<file path="src/core/lcc_pkg.sv">
// constants, types and register map of the lin control configuration block
// ----------------------------------------------------------------------------
// Functional notes
// - override bit set gives software direct control of the lin output line.
// - sync start bit accepted only if low below 8872 or 1209 counts.
// - sync start low reaching the limit is treated as a second break.
// - after reclassifying, keep counting low and compare with break minimum register.
// - transmit one stop bit when stop count bit is zero, two when one.
// - checksum bit zero gives enhanced checksum with pid, one gives classic.
// - direction bit clears on received break and on transmit complete.
// - direction bit also clears when software writes enable to zero.
// - direction one transmits response after pid decode, else receives.
// - interface works only while enabled; writing zero disables and resets it.
// - disable resets all state except preserved control bits, status bits, break minimum register and override level.
// ----------------------------------------------------------------------------
package lcc_pkg;

  // ----------------------------------------------------------------------------
  // register map, word aligned byte addresses
  // ----------------------------------------------------------------------------
  localparam logic [7:0]  ADR_CONTROL   = 8'h00;
  localparam logic [7:0]  ADR_STATUS    = 8'h04;
  localparam logic [7:0]  ADR_BREAK_MIN = 8'h08;
  localparam logic [7:0]  ADR_OVERRIDE  = 8'h0C;

  // control field positions
  localparam int          BIT_ENABLE    = 0;
  localparam int          BIT_DIRECTION = 1;
  localparam int          BIT_CHECKSUM  = 2;
  localparam int          BIT_STOP      = 3;
  localparam int          BIT_SYNC_LIM  = 4;
  localparam int          BIT_OVERRIDE  = 6;

  // control bits that survive a disable write
  localparam logic [15:0] CTRL_KEEP     = 16'hB180;
  localparam logic [15:0] CTRL_RESET    = 16'h0000;

  // status field positions (sticky, write one to clear)
  localparam int          ST_BREAK      = 0;
  localparam int          ST_SYNC_OK    = 1;
  localparam int          ST_REBREAK    = 2;
  localparam int          ST_TX_DONE    = 3;

  // sync start limits in peripheral clock counts
  localparam logic [19:0] SYNC_LIM_SLOW = 20'h0_22A8;  // 8872
  localparam logic [19:0] SYNC_LIM_FAST = 20'h0_04B9;  // 1209
  localparam logic [19:0] BREAK_MIN_RST = 20'h0_8000;
  localparam logic [19:0] COUNT_MAX     = 20'hF_FFFF;

  typedef enum logic [2:0] {
    LCC_IDLE, LCC_BREAK_LOW, LCC_DELIM, LCC_SYNC_LOW
  } lcc_det_e;

  // one byte offered to the checksum unit by the frame engine
  typedef struct packed {
    logic       valid;
    logic       is_pid;
    logic       first;
    logic [7:0] data;
  } lcc_byte_s;

endpackage

</file>
<file path="src/core/lcc_top.sv">
// lin control register with break/sync start timing, checksum and line drive
//
// Added by the designer: the register addresses and the Wishbone slave port.
`timescale 1ns/1ps
`default_nettype none
module lcc_top
  import lcc_pkg::*;
(
  input  wire logic        mclk,
  input  wire logic        rst_b,
  input  wire logic        wb_cyc_i,
  input  wire logic        wb_stb_i,
  input  wire logic        wb_we_i,
  input  wire logic [7:0]  wb_adr_i,
  input  wire logic [3:0]  wb_sel_i,
  input  wire logic [31:0] wb_dat_i,
  output logic      [31:0] wb_dat_o,
  output logic             wb_ack_o,
  input  wire logic        lin_rx,
  input  wire logic        engine_tx,
  input  wire logic        pid_decoded,
  input  wire logic        tx_complete,
  input  wire lcc_byte_s   chk_in,
  output logic             lin_tx,
  output logic             stop_two,
  output logic             respond_tx,
  output logic             respond_rx,
  output logic             break_seen,
  output logic             sync_start_ok,
  output logic [7:0]       checksum,
  output logic             interface_on
);

  // ----------------------------------------------------------------------------
  // state
  // ----------------------------------------------------------------------------
  logic [15:0] lin_control;
  logic [15:0] next_lin_control;
  logic [19:0] break_min_time_reg;
  logic [19:0] next_break_min_time_reg;
  logic        sw_level;
  logic        next_sw_level;
  logic [3:0]  link_status_reg;
  logic [3:0]  next_link_status_reg;
  logic        next_ack;
  logic [31:0] next_dat;
  lcc_det_e    det;
  lcc_det_e    next_det;
  logic [19:0] low_cnt;
  logic [19:0] next_low_cnt;
  logic        rx_q;
  logic        next_break_seen;
  logic        next_sync_ok;
  logic        rebreak;
  logic        next_rebreak;
  logic [8:0]  chk_sum;
  logic [8:0]  next_chk_sum;
  logic        next_lin_tx;
  logic        next_respond_tx;
  logic        next_respond_rx;

  logic        access;
  logic        wr_ctrl;
  logic        disabling;
  logic [15:0] wr_word;
  logic [19:0] sync_limit;
  logic        fall;
  logic        rise;
  logic [8:0]  add;

  // ----------------------------------------------------------------------------
  // bus decode: one wait state, ack registered so it drops the cycle after
  // ----------------------------------------------------------------------------
  assign access    = wb_cyc_i && wb_stb_i && !wb_ack_o;
  assign wr_ctrl   = access && wb_we_i && (wb_adr_i == ADR_CONTROL);
  assign wr_word   = {wb_sel_i[1] ? wb_dat_i[15:8] : lin_control[15:8],
                      wb_sel_i[0] ? wb_dat_i[7:0]  : lin_control[7:0]};
  assign disabling = wr_ctrl && !wr_word[BIT_ENABLE];
  assign sync_limit = lin_control[BIT_SYNC_LIM] ? SYNC_LIM_FAST : SYNC_LIM_SLOW;
  assign fall      = rx_q && !lin_rx;
  assign rise      = !rx_q && lin_rx;

  // register writes and read mux
  always_comb begin
    next_ack                = access;
    next_dat                = 32'h0000_0000;
    next_lin_control        = lin_control;
    next_break_min_time_reg = break_min_time_reg;
    next_sw_level           = sw_level;
    if (wr_ctrl) begin
      next_lin_control = wr_word;
      if (disabling) begin
        // preserved bits keep what software wrote, the rest fall to reset
        next_lin_control = (wr_word & CTRL_KEEP) | (CTRL_RESET & ~CTRL_KEEP);
        next_lin_control[BIT_DIRECTION] = 1'b0;
      end
    end
    // hardware clear wins over a software set in the same cycle: the event is fresher
    if (break_seen || tx_complete) begin
      next_lin_control[BIT_DIRECTION] = 1'b0;
    end
    if (access && wb_we_i && wb_adr_i == ADR_BREAK_MIN) begin
      if (wb_sel_i[0]) next_break_min_time_reg[7:0]   = wb_dat_i[7:0];
      if (wb_sel_i[1]) next_break_min_time_reg[15:8]  = wb_dat_i[15:8];
      if (wb_sel_i[2]) next_break_min_time_reg[19:16] = wb_dat_i[19:16];
    end
    if (access && wb_we_i && wb_adr_i == ADR_OVERRIDE && wb_sel_i[0]) begin
      next_sw_level = wb_dat_i[0];
    end
    if (access && !wb_we_i) begin
      case (wb_adr_i)
        ADR_CONTROL:   next_dat = {16'h0000, lin_control};
        ADR_STATUS:    next_dat = {16'h0000, checksum, 4'h0, link_status_reg};
        ADR_BREAK_MIN: next_dat = {12'h000, break_min_time_reg};
        ADR_OVERRIDE:  next_dat = {31'h0000_0000, sw_level};
        default:       next_dat = 32'h0000_0000;
      endcase
    end
  end

  always_ff @(posedge mclk) begin
    if (!rst_b) begin
      wb_ack_o           <= 1'b0;
      wb_dat_o           <= 32'h0000_0000;
      lin_control        <= CTRL_RESET;
      break_min_time_reg <= BREAK_MIN_RST;
      sw_level           <= 1'b1;
    end else begin
      wb_ack_o           <= next_ack;
      wb_dat_o           <= next_dat;
      lin_control        <= next_lin_control;
      break_min_time_reg <= next_break_min_time_reg;
      sw_level           <= next_sw_level;
    end
  end

  // ----------------------------------------------------------------------------
  // sticky status: set beats a write-one clear; not touched by disable
  // ----------------------------------------------------------------------------
  always_comb begin
    next_link_status_reg = link_status_reg;
    if (access && wb_we_i && wb_adr_i == ADR_STATUS && wb_sel_i[0]) begin
      next_link_status_reg = link_status_reg & ~wb_dat_i[3:0];
    end
    if (break_seen)    next_link_status_reg[ST_BREAK]   = 1'b1;
    if (sync_start_ok) next_link_status_reg[ST_SYNC_OK] = 1'b1;
    if (rebreak)       next_link_status_reg[ST_REBREAK] = 1'b1;
    if (tx_complete)   next_link_status_reg[ST_TX_DONE] = 1'b1;
  end

  always_ff @(posedge mclk) begin
    if (!rst_b) begin
      link_status_reg <= 4'h0;
    end else begin
      link_status_reg <= next_link_status_reg;
    end
  end

  // ----------------------------------------------------------------------------
  // break and sync start timer
  // ----------------------------------------------------------------------------
  // counter saturates so a stuck-low bus never wraps back into a short pulse
  always_comb begin
    next_det        = det;
    next_low_cnt    = low_cnt;
    next_break_seen = 1'b0;
    next_sync_ok    = 1'b0;
    next_rebreak    = 1'b0;
    if (low_cnt != COUNT_MAX) next_low_cnt = low_cnt + 20'h0_0001;
    case (det)
      LCC_IDLE: begin
        if (fall) begin
          next_det     = LCC_BREAK_LOW;
          next_low_cnt = 20'h0_0001;
        end
      end
      LCC_BREAK_LOW: begin
        // level, not edge: a release on the edge that reclassified the low has no rise left
        if (lin_rx) begin
          // count carried over from a reclassified sync start counts too
          if (low_cnt >= break_min_time_reg) begin
            next_break_seen = 1'b1;
            next_det        = LCC_DELIM;
          end else begin
            next_det = LCC_IDLE;
          end
        end
      end
      LCC_DELIM: begin
        if (fall) begin
          next_det     = LCC_SYNC_LOW;
          next_low_cnt = 20'h0_0001;
        end
      end
      LCC_SYNC_LOW: begin
        if (low_cnt >= sync_limit) begin
          next_det     = LCC_BREAK_LOW;
          next_rebreak = 1'b1;
          // released on this same edge: freeze the count so the break is not overmeasured
          if (lin_rx) next_low_cnt = low_cnt;
        end else if (rise) begin
          next_sync_ok = 1'b1;
          next_det     = LCC_IDLE;
        end
      end
      default: next_det = LCC_IDLE;
    endcase
    if (!interface_on || disabling) begin
      next_det     = LCC_IDLE;
      next_low_cnt = 20'h0_0000;
    end
  end

  always_ff @(posedge mclk) begin
    if (!rst_b) begin
      det           <= LCC_IDLE;
      low_cnt       <= 20'h0_0000;
      rx_q          <= 1'b1;
      break_seen    <= 1'b0;
      sync_start_ok <= 1'b0;
      rebreak       <= 1'b0;
    end else begin
      det           <= next_det;
      low_cnt       <= next_low_cnt;
      rx_q          <= lin_rx;
      break_seen    <= next_break_seen;
      sync_start_ok <= next_sync_ok;
      rebreak       <= next_rebreak;
    end
  end

  // ----------------------------------------------------------------------------
  // checksum: sum with end-around carry, inverted on output
  // ----------------------------------------------------------------------------
  assign add = {1'b0, chk_sum[7:0]} + {8'h00, chk_sum[8]} + {1'b0, chk_in.data};

  always_comb begin
    next_chk_sum = chk_sum;
    if (chk_in.valid && chk_in.first) begin
      next_chk_sum = 9'h000;
    end
    // classic mode skips the pid byte, enhanced mode folds it in
    if (chk_in.valid && !(chk_in.is_pid && lin_control[BIT_CHECKSUM])) begin
      next_chk_sum = chk_in.first ? {1'b0, chk_in.data} : add;
    end
    if (!interface_on) next_chk_sum = 9'h000;
  end

  always_ff @(posedge mclk) begin
    if (!rst_b) begin
      chk_sum  <= 9'h000;
      checksum <= 8'hFF;
    end else begin
      chk_sum  <= next_chk_sum;
      checksum <= ~(next_chk_sum[7:0] + {7'h00, next_chk_sum[8]});
    end
  end

  // ----------------------------------------------------------------------------
  // line drive and response direction
  // ----------------------------------------------------------------------------
  // a disabled interface leaves the line recessive; the disable write also clears the override bit
  always_comb begin
    next_lin_tx     = interface_on ? engine_tx : 1'b1;
    if (lin_control[BIT_OVERRIDE]) next_lin_tx = sw_level;
    next_respond_tx = interface_on && pid_decoded && lin_control[BIT_DIRECTION];
    next_respond_rx = interface_on && pid_decoded && !lin_control[BIT_DIRECTION];
  end

  always_ff @(posedge mclk) begin
    if (!rst_b) begin
      lin_tx       <= 1'b1;
      stop_two     <= 1'b0;
      respond_tx   <= 1'b0;
      respond_rx   <= 1'b0;
      interface_on <= 1'b0;
    end else begin
      lin_tx       <= next_lin_tx;
      stop_two     <= next_lin_control[BIT_STOP];
      respond_tx   <= next_respond_tx;
      respond_rx   <= next_respond_rx;
      interface_on <= next_lin_control[BIT_ENABLE];
    end
  end

  // ----------------------------------------------------------------------------
  // assertions
  // ----------------------------------------------------------------------------
  a_override_drive: assert property (@(posedge mclk) disable iff (!rst_b)
    lin_control[BIT_OVERRIDE] |=> lin_tx == $past(sw_level))
    else $error("override level not on line");
  a_sync_accept: assert property (@(posedge mclk) disable iff (!rst_b)
    sync_start_ok |-> $past(low_cnt) < $past(sync_limit))
    else $error("sync start accepted past limit");
  a_rebreak_move: assert property (@(posedge mclk) disable iff (!rst_b)
    (det == LCC_SYNC_LOW && low_cnt >= sync_limit && interface_on && !disabling)
      |=> det == LCC_BREAK_LOW && rebreak)
    else $error("long sync start not reclassified");
  a_break_min: assert property (@(posedge mclk) disable iff (!rst_b)
    break_seen |-> $past(low_cnt) >= $past(break_min_time_reg))
    else $error("break shorter than minimum");
  a_stop_count: assert property (@(posedge mclk) disable iff (!rst_b)
    (wr_ctrl && !disabling) |=> stop_two == $past(wr_word[BIT_STOP]))
    else $error("stop count mismatch");
  a_dir_hw_clear: assert property (@(posedge mclk) disable iff (!rst_b)
    (break_seen || tx_complete) |=> !lin_control[BIT_DIRECTION])
    else $error("direction not cleared by event");
  a_dir_disable: assert property (@(posedge mclk) disable iff (!rst_b)
    disabling |=> !lin_control[BIT_DIRECTION] && !lin_control[BIT_OVERRIDE] ##1 !interface_on)
    else $error("disable write left state");
  a_respond_dir: assert property (@(posedge mclk) disable iff (!rst_b)
    (pid_decoded && interface_on) |=> respond_tx == $past(lin_control[BIT_DIRECTION])
      && respond_rx != respond_tx)
    else $error("response direction wrong");
  a_off_idle: assert property (@(posedge mclk) disable iff (!rst_b)
    !interface_on |=> det == LCC_IDLE && !respond_tx && !respond_rx)
    else $error("disabled interface active");

endmodule
`default_nettype wire

</file>
<file path="config.mk">
export PLATFORM = sky130hd
export DESIGN_NAME = lcc_top
export DESIGN_NICKNAME = d
export VERILOG_FILES = /design/src/core/lcc_pkg.sv /design/src/core/lcc_top.sv
export SDC_FILE = /design/constraint.sdc
export NUM_CORES = 1
export LEC_CHECK = 0
export BUFFER_PORTS_ARGS = -buffer_cell sky130_fd_sc_hd__buf_2
export CORE_ASPECT_RATIO = 0.8
export CORE_UTILIZATION = 40
export CTS_CLUSTER_SIZE = 16
export DETAILED_ROUTE_END_ITERATION = 7
export PLACE_DENSITY = 0.63
export SETUP_SLACK_MARGIN = 0.15
export SYNTH_ARGS = -nofsm -noshare
export SYNTH_HDL_FRONTEND = slang
export SYNTH_SLANG_ARGS = --single-unit
</file>
<file path="constraint.sdc">
create_clock -name mclk -period 9.45 [get_ports mclk]
set_input_delay 0.4725 -clock mclk [delete_from_list [all_inputs] [get_ports mclk]]
set_output_delay 0.4725 -clock mclk [all_outputs]
set_load 0.01 [all_outputs]
</file>
# Word-level counts from Yosys, hierarchy flattened
# Index checks and enable logic that the tools add are counted.
[totals]
output_inout_bits = 48
n_memories = 0
rom_bits = 0
ramBits = 0
regBits = 123
latch_bits = 0
inputBits = 64
elab_cells = 133
[op_classes]
n_reduce_logical = 50
n_mul = 0
div = 0
addsub = 4
muxes = 32
n_shift = 0
eq_ne = 12
magnitude_cmp = 2
n_bitwise = 5
[ops]
columns = ["operator", "count"]
rows = [
  ["$mux 20", 4],
  ["$pmux 20 s4", 1],
  ["$pmux 20 s2", 1],
  ["$mux 9", 4],
  ["$add 20x1->20 const B", 1],
  ["$ge 20x14->1", 1],
  ["$ge 20x20->1", 1],
  ["$ne 20x20->1 const B", 1],
  ["$logic_and 1x1->1", 19],
  ["$eq 8x4->1 const B", 2],
  ["$mux 8", 2],
  ["$mux 15", 1],
  ["$mux 3", 5],
  ["$mux 14", 1],
  ["$reduce_and 2->1", 7],
  ["$pmux 3 s4", 1],
  ["$reduce_bool 2->1", 6],
  ["$add 8x1->9", 1],
  ["$add 9x8->9", 1],
  ["$mux 1", 9],
  ["$add 8x1->8", 1],
  ["$eq 8x3->1 const B", 1],
  ["$logic_not 1->1", 8],
  ["$logic_not 8->1", 1],
  ["other kinds (16)", 25],
]

# Depth between registers and ports, before layout
[logic_depth]
depth_word = 7
ltp_mapped = 13
depth_no_buf = 13

# Least setup slack after synthesis
# No wires, ideal clock.
[synth_path]
path_kind = "in2reg"
startpoint = "in chk_in[0] (netlist name)"
endpoint = "reg checksum[4]"
n_path_buf = 0
stages = 13
path_slack_ns = 6.200
setup_time_ns = 0.124
required_ns = 9.326
arrival_ns = 3.126
path_cell_list = "fa_1 > fa_1 > a211oi_1 > o21bai_1 > a21o_1 > a21o_1 > a21oi_1 > a2111oi_0 > ha_1 > ha_1 > nand3_1 > xnor2_1 > nand2b_1"
[synth_between]
elab_chain_len = 6
[synth_rtl]
columns = ["item", "line_no", "source"]
rows = [
  ["start: declaration", "lcc_top.sv:23", "input wire lcc_byte_s chk_in,"],
  ["$add 9x8->9", "lcc_top.sv:235", "assign add = {1'b0, chk_sum[7:0]} + {8'h00, chk_sum[8]} + {1'b0, chk_in.data};"],
  ["$mux 9", "lcc_top.sv:244", "next_chk_sum = chk_in.first ? {1'b0, chk_in.data} : add;"],
  ["$mux 9", "lcc_top.sv:243", "if (chk_in.valid && !(chk_in.is_pid && lin_control[BIT_CHECKSUM])) begin"],
  ["$mux 9", "lcc_top.sv:246", "if (!interface_on) next_chk_sum = 9'h000;"],
  ["named net next_chk_sum[8]", "lcc_top.sv:57", "logic [8:0] next_chk_sum;"],
  ["$add 8x1->8", "lcc_top.sv:255", "checksum <= ~(next_chk_sum[7:0] + {7'h00, next_chk_sum[8]});"],
  ["$not 8->8", "lcc_top.sv:255", ""],
  ["end signal: assignment", "lcc_top.sv:255", ""],
  ["end: declaration", "lcc_top.sv:30", "output logic [7:0] checksum,"],
]
# The timed path passes the listed nets, and every way through them passes these cells.
# A chain may end at the register's enable or synchronous reset.

# Final worst setup path
[layout_path]
startpoint = "reg chk_sum[0]"
endpoint = "reg checksum[4]"
[layout_between]
elab_chain_len = 7
word_cells_on_any_way = 8
cone_classes = "add/sub (3); mux (4); bitwise (1)"
[layout_rtl]
columns = ["item", "line_no", "source"]
rows = [
  ["start: declaration", "lcc_top.sv:56", "logic [8:0] chk_sum;"],
  ["start signal: assignment", "lcc_top.sv:254", "chk_sum <= next_chk_sum;"],
  ["$add 8x1->9", "lcc_top.sv:235", ""],
  ["$add 9x8->9", "lcc_top.sv:235", ""],
  ["$mux 9", "lcc_top.sv:244", ""],
  ["$mux 9", "lcc_top.sv:243", ""],
  ["$mux 9", "lcc_top.sv:246", ""],
  ["named net next_chk_sum[8]", "lcc_top.sv:57", ""],
  ["$add 8x1->8", "lcc_top.sv:255", ""],
  ["$not 8->8", "lcc_top.sv:255", ""],
]
# The timed path passes the listed nets, and every way through them passes these cells.

==> impl_metrics.xml <==
<?xml version="1.0" encoding="UTF-8"?>
<metrics>
  <group name="outcome">
    <metric name="status" unit="">finished clean</metric>
  </group>
  <group name="floorplan">
    <metric name="std_cell_rows" unit="">38</metric>
    <metric name="num_io_pins" unit="">112</metric>
    <metric name="die_boundary_width" unit="um">134.9</metric>
    <metric name="fp.dieH" unit="um">108.4</metric>
    <metric name="die_area" unit="um^2">14620</metric>
    <metric name="initial_utilization" unit="%">41.30</metric>
    <metric name="design.core.area" unit="um^2">13690</metric>
  </group>
  <group name="route">
    <metric name="viasPerCell" unit="">5.781</metric>
    <metric name="postRouteAntennaNets" unit="">0</metric>
    <metric name="detailedRoute.firstPassIterationCount" unit="">5</metric>
    <metric name="drt-wirelength-per-cell" unit="um">17.67</metric>
    <metric name="drt_drc_violations_left" unit="">0</metric>
    <metric name="via_count" unit="">5238</metric>
    <metric name="routed_wirelength" unit="um">16010</metric>
    <metric name="dr.first_iter.drc_count" unit="">387</metric>
  </group>
  <group name="setup_path">
    <metric name="crit_path_cells" unit="">fa_1 -&gt; fa_1 -&gt; a211oi_1 -&gt; o21bai_1 -&gt; a21o_1 -&gt; a21o_1 -&gt; a21oi_1 -&gt; a2111oi_0 -&gt; ha_1 -&gt; ha_1 -&gt; nand3_1 -&gt; xnor2_1 -&gt; nand2b_1</metric>
    <metric name="cpMaxStageDelayCell" unit="">sky130_fd_sc_hd__fa_1</metric>
    <metric name="worst_ep_arrival_time" unit="ns">3.91</metric>
    <metric name="critPathBufInv" unit="">0</metric>
    <metric name="cp_top_family" unit="">adder cells</metric>
    <metric name="crit_path_max_fanout" unit="">3</metric>
    <metric name="cp-start-kind" unit="">flop</metric>
    <metric name="crit_required" unit="ns">9.69</metric>
    <metric name="crit_type" unit="">flop to flop</metric>
    <metric name="critical_path.endpoint_type" unit="">flop</metric>
    <metric name="slowest_delay" unit="ns">0.45</metric>
  </group>
  <group name="global_routing">
    <metric name="total_gr_overflow" unit="">0</metric>
    <metric name="grt_util_met1" unit="%">31.68</metric>
    <metric name="gr-usage-all-layers" unit="%">22.68</metric>
    <metric name="largest_net_degree_at_the_start_of_global_routing" unit="">39</metric>
    <metric name="grt_pass1_wl" unit="um">25700</metric>
    <metric name="initial_antenna_violation_count" unit="">0</metric>
    <metric name="gr-usage-met2" unit="%">34.72</metric>
    <metric name="number_of_global_route_vias_before_repair" unit="">4992</metric>
    <metric name="global_route.peak_usage_layer" unit="">met2</metric>
    <metric name="gr-usage-met3" unit="%">4.923</metric>
  </group>
  <group name="place">
    <metric name="place_worst_setup_slack" unit="ns">5.552</metric>
    <metric name="gpl_congestion" unit="">0.8548</metric>
    <metric name="placement.io_buffers" unit="">86</metric>
    <metric name="dp_hpwl" unit="um">11940</metric>
  </group>
  <group name="cts">
    <metric name="clockBufferDepth" unit="">2</metric>
    <metric name="tritoncts" unit="">done</metric>
    <metric name="clk-insertion-delay-late" unit="ns">0.36</metric>
    <metric name="clkSlewWorstSetupHoldPaths" unit="ns">0.08</metric>
    <metric name="cts_htree_levels" unit="">3</metric>
    <metric name="cts_buf_count" unit="">9</metric>
    <metric name="hold_bufs_inserted_after_cts" unit="">0</metric>
    <metric name="post_cts_buffers" unit="">0</metric>
    <metric name="cts.root.buffer_cell" unit="">sky130_fd_sc_hd__clkbuf_16</metric>
    <metric name="numClockSinks" unit="">108</metric>
    <metric name="cts.repair.resized" unit="">0</metric>
  </group>
  <group name="yosys">
    <metric name="synth-seq-cells" unit="">108</metric>
    <metric name="synth_edf_count" unit="">0</metric>
    <metric name="synthDominantAreaCellType" unit="">sky130_fd_sc_hd__dfxtp_1</metric>
    <metric name="synth_seq_area_share" unit="%">38.23</metric>
    <metric name="post_synth_instance_area" unit="um^2">5655</metric>
    <metric name="synthDominantCellAreaShare" unit="%">38.23</metric>
    <metric name="synth_top_cells_by_area" unit="">sky130_fd_sc_hd__dfxtp_1 38%, sky130_fd_sc_hd__mux2i_1 8.0%, sky130_fd_sc_hd__ha_1 7.7%, sky130_fd_sc_hd__nor2_1 5.8%, sky130_fd_sc_hd__a21oi_1 3.3%</metric>
    <metric name="synth.top_cells.by_count" unit="">108 x sky130_fd_sc_hd__dfxtp_1, 88 x sky130_fd_sc_hd__nor2_1, 45 x sky130_fd_sc_hd__mux2i_1</metric>
    <metric name="synth_ff_type" unit="">sky130_fd_sc_hd__dfxtp_1</metric>
    <metric name="synthMostInstantiatedCell" unit="">sky130_fd_sc_hd__dfxtp_1</metric>
    <metric name="async_reset_ff_share" unit="%">0</metric>
    <metric name="synthesis.instances" unit="">652</metric>
    <metric name="ys_types" unit="">62</metric>
    <metric name="syn-mean-instance-area" unit="um^2">8.674</metric>
    <metric name="synthesis_warning_total" unit="">0</metric>
  </group>
  <group name="power_and_ir_drop">
    <metric name="power_density" unit="nW/um^2">140.3</metric>
    <metric name="maximum_vdd_drop" unit="V">0.00008656</metric>
    <metric name="p_leak" unit="nW">2.627</metric>
  </group>
  <group name="hold_path">
    <metric name="hold_path_class" unit="">primary input to flop</metric>
  </group>
  <group name="layout">
    <metric name="fill_cells" unit="">1322</metric>
    <metric name="layout_cell_share_with_drive_strength_beyond_1" unit="%">15.29</metric>
    <metric name="flow.area_growth_from_synthesis" unit="%">14.31</metric>
    <metric name="antenna_cells" unit="">0</metric>
    <metric name="utilization" unit="%">47.21</metric>
    <metric name="finish.net_count" unit="">822</metric>
  </group>
  <group name="timing">
    <metric name="max-slew-margin-rel" unit="%">13.63</metric>
    <metric name="clock.fmax" unit="MHz">272.4</metric>
    <metric name="fin_setup_tns" unit="ns">0</metric>
    <metric name="period_needed" unit="ns">3.671</metric>
    <metric name="fin_worst_skew" unit="ns">0.01309</metric>
    <metric name="final_max_slew_viol_count" unit="">0</metric>
    <metric name="fin_ws" unit="ns">5.779</metric>
    <metric name="hold_viol" unit="">0</metric>
    <metric name="period_share" unit="%">38.84</metric>
    <metric name="timing.final.setup_violations" unit="">0</metric>
    <metric name="worst_slew_pin_slew" unit="ns">1.290</metric>
    <metric name="rsz_0062_raised_after_global_routing" unit="">no</metric>
  </group>
  <group name="run">
    <metric name="max-cap-violations" unit="">0</metric>
  </group>
</metrics>
==> area by class of cell <==
cell class	count	area, um^2	area share, %
Timing Repair Buffer	88	445.4	6.890
Clock inverter	7	87.58	1.355
Multi-Input combinational cell	484	3207	49.60
Tap cell	180	225.2	3.484
Inverter	30	112.6	1.742
Clock buffer	9	225.2	3.484
Sequential cell	108	2162	33.44
==> metal layers <==
| layer | wire [um] | up-vias |
|---|---|---|
| met2 | 6858 | 226 |
| met4 | 270 | 0 |
| met5 | 0 | - |
| met3 | 1148 | 23 |
| met1 | 7729 | 2523 |
| li1 | - | 2466 |
==> where the power goes <==
| part | switching, mW | internal (mW) | total (mW) | leakage, nW |
|---|---|---|---|---|
| clock network | 0.187 | 0.213 | 0.400 | 0.155 |
| logic | 0.0324 | 0.0186 | 0.0511 | 1.60 |
| registers | 0.000573 | 0.455 | 0.456 | 0.871 |
==> metrics by stage <==
step	hold slack, ns	instance area, um^2	std cells	total power, mW
after detailed placement	0.4505	6152	890	0.5165
after global placement	0.4367	6152	890	0.5150
after floorplan	0.4178	5697	663	0.4982
after global routing	0.2885	6465	906	0.9403
after CTS	0.2867	6465	906	0.9133
final	0.2920	6465	906	0.9070
==> worst paths after layout <==
path | startpoint | end | slack (ns) | cells after the start
max | chk_sum[0] | checksum[4] | 5.78 | 13
min | tx_complete | lin_control[1] | 0.29 | 2
max reg2reg | chk_sum[0] | checksum[4] | 5.78 | 13
min reg2reg | wb_ack_o | wb_ack_o | 0.46 | 1
==> cell families (layout without fill, tap and decap cells) <==
logic type	count (synthesis)	in the layout	synth area share, %
compound gates	137	137	16.48
xor+xnor	5	5	0.7745
fa+ha+maj	37	37	8.451
buf+inv	71	134	5.797
flops	108	108	38.23
mux	47	47	8.562
other cells	1	12	0.06631
simple gates	246	246	21.64
==> layout by cell type (no fill, tap or decap), types with 10 or more instances in the layout <==
cell type | Yosys | layout
sky130_fd_sc_hd__conb_1 | 1 | 12
sky130_fd_sc_hd__nor4_1 | 10 | 10
sky130_fd_sc_hd__dfxtp_1 | 108 | 108
sky130_fd_sc_hd__nor3_1 | 20 | 20
sky130_fd_sc_hd__a22oi_1 | 12 | 12
sky130_fd_sc_hd__ha_1 | 35 | 35
sky130_fd_sc_hd__o21ai_0 | 15 | 15
sky130_fd_sc_hd__a21oi_1 | 37 | 37
sky130_fd_sc_hd__inv_1 | 30 | 30
sky130_fd_sc_hd__nand3_1 | 14 | 14
sky130_fd_sc_hd__mux2i_1 | 45 | 45
sky130_fd_sc_hd__nand2b_1 | 13 | 13
sky130_fd_sc_hd__nor2_1 | 88 | 88
sky130_fd_sc_hd__nand2_1 | 36 | 36
sky130_fd_sc_hd__buf_2 | 1 | 86
sky130_fd_sc_hd__nand4_1 | 12 | 12
sky130_fd_sc_hd__and2_1 | 15 | 15
(Power assumes the default switching activity.)
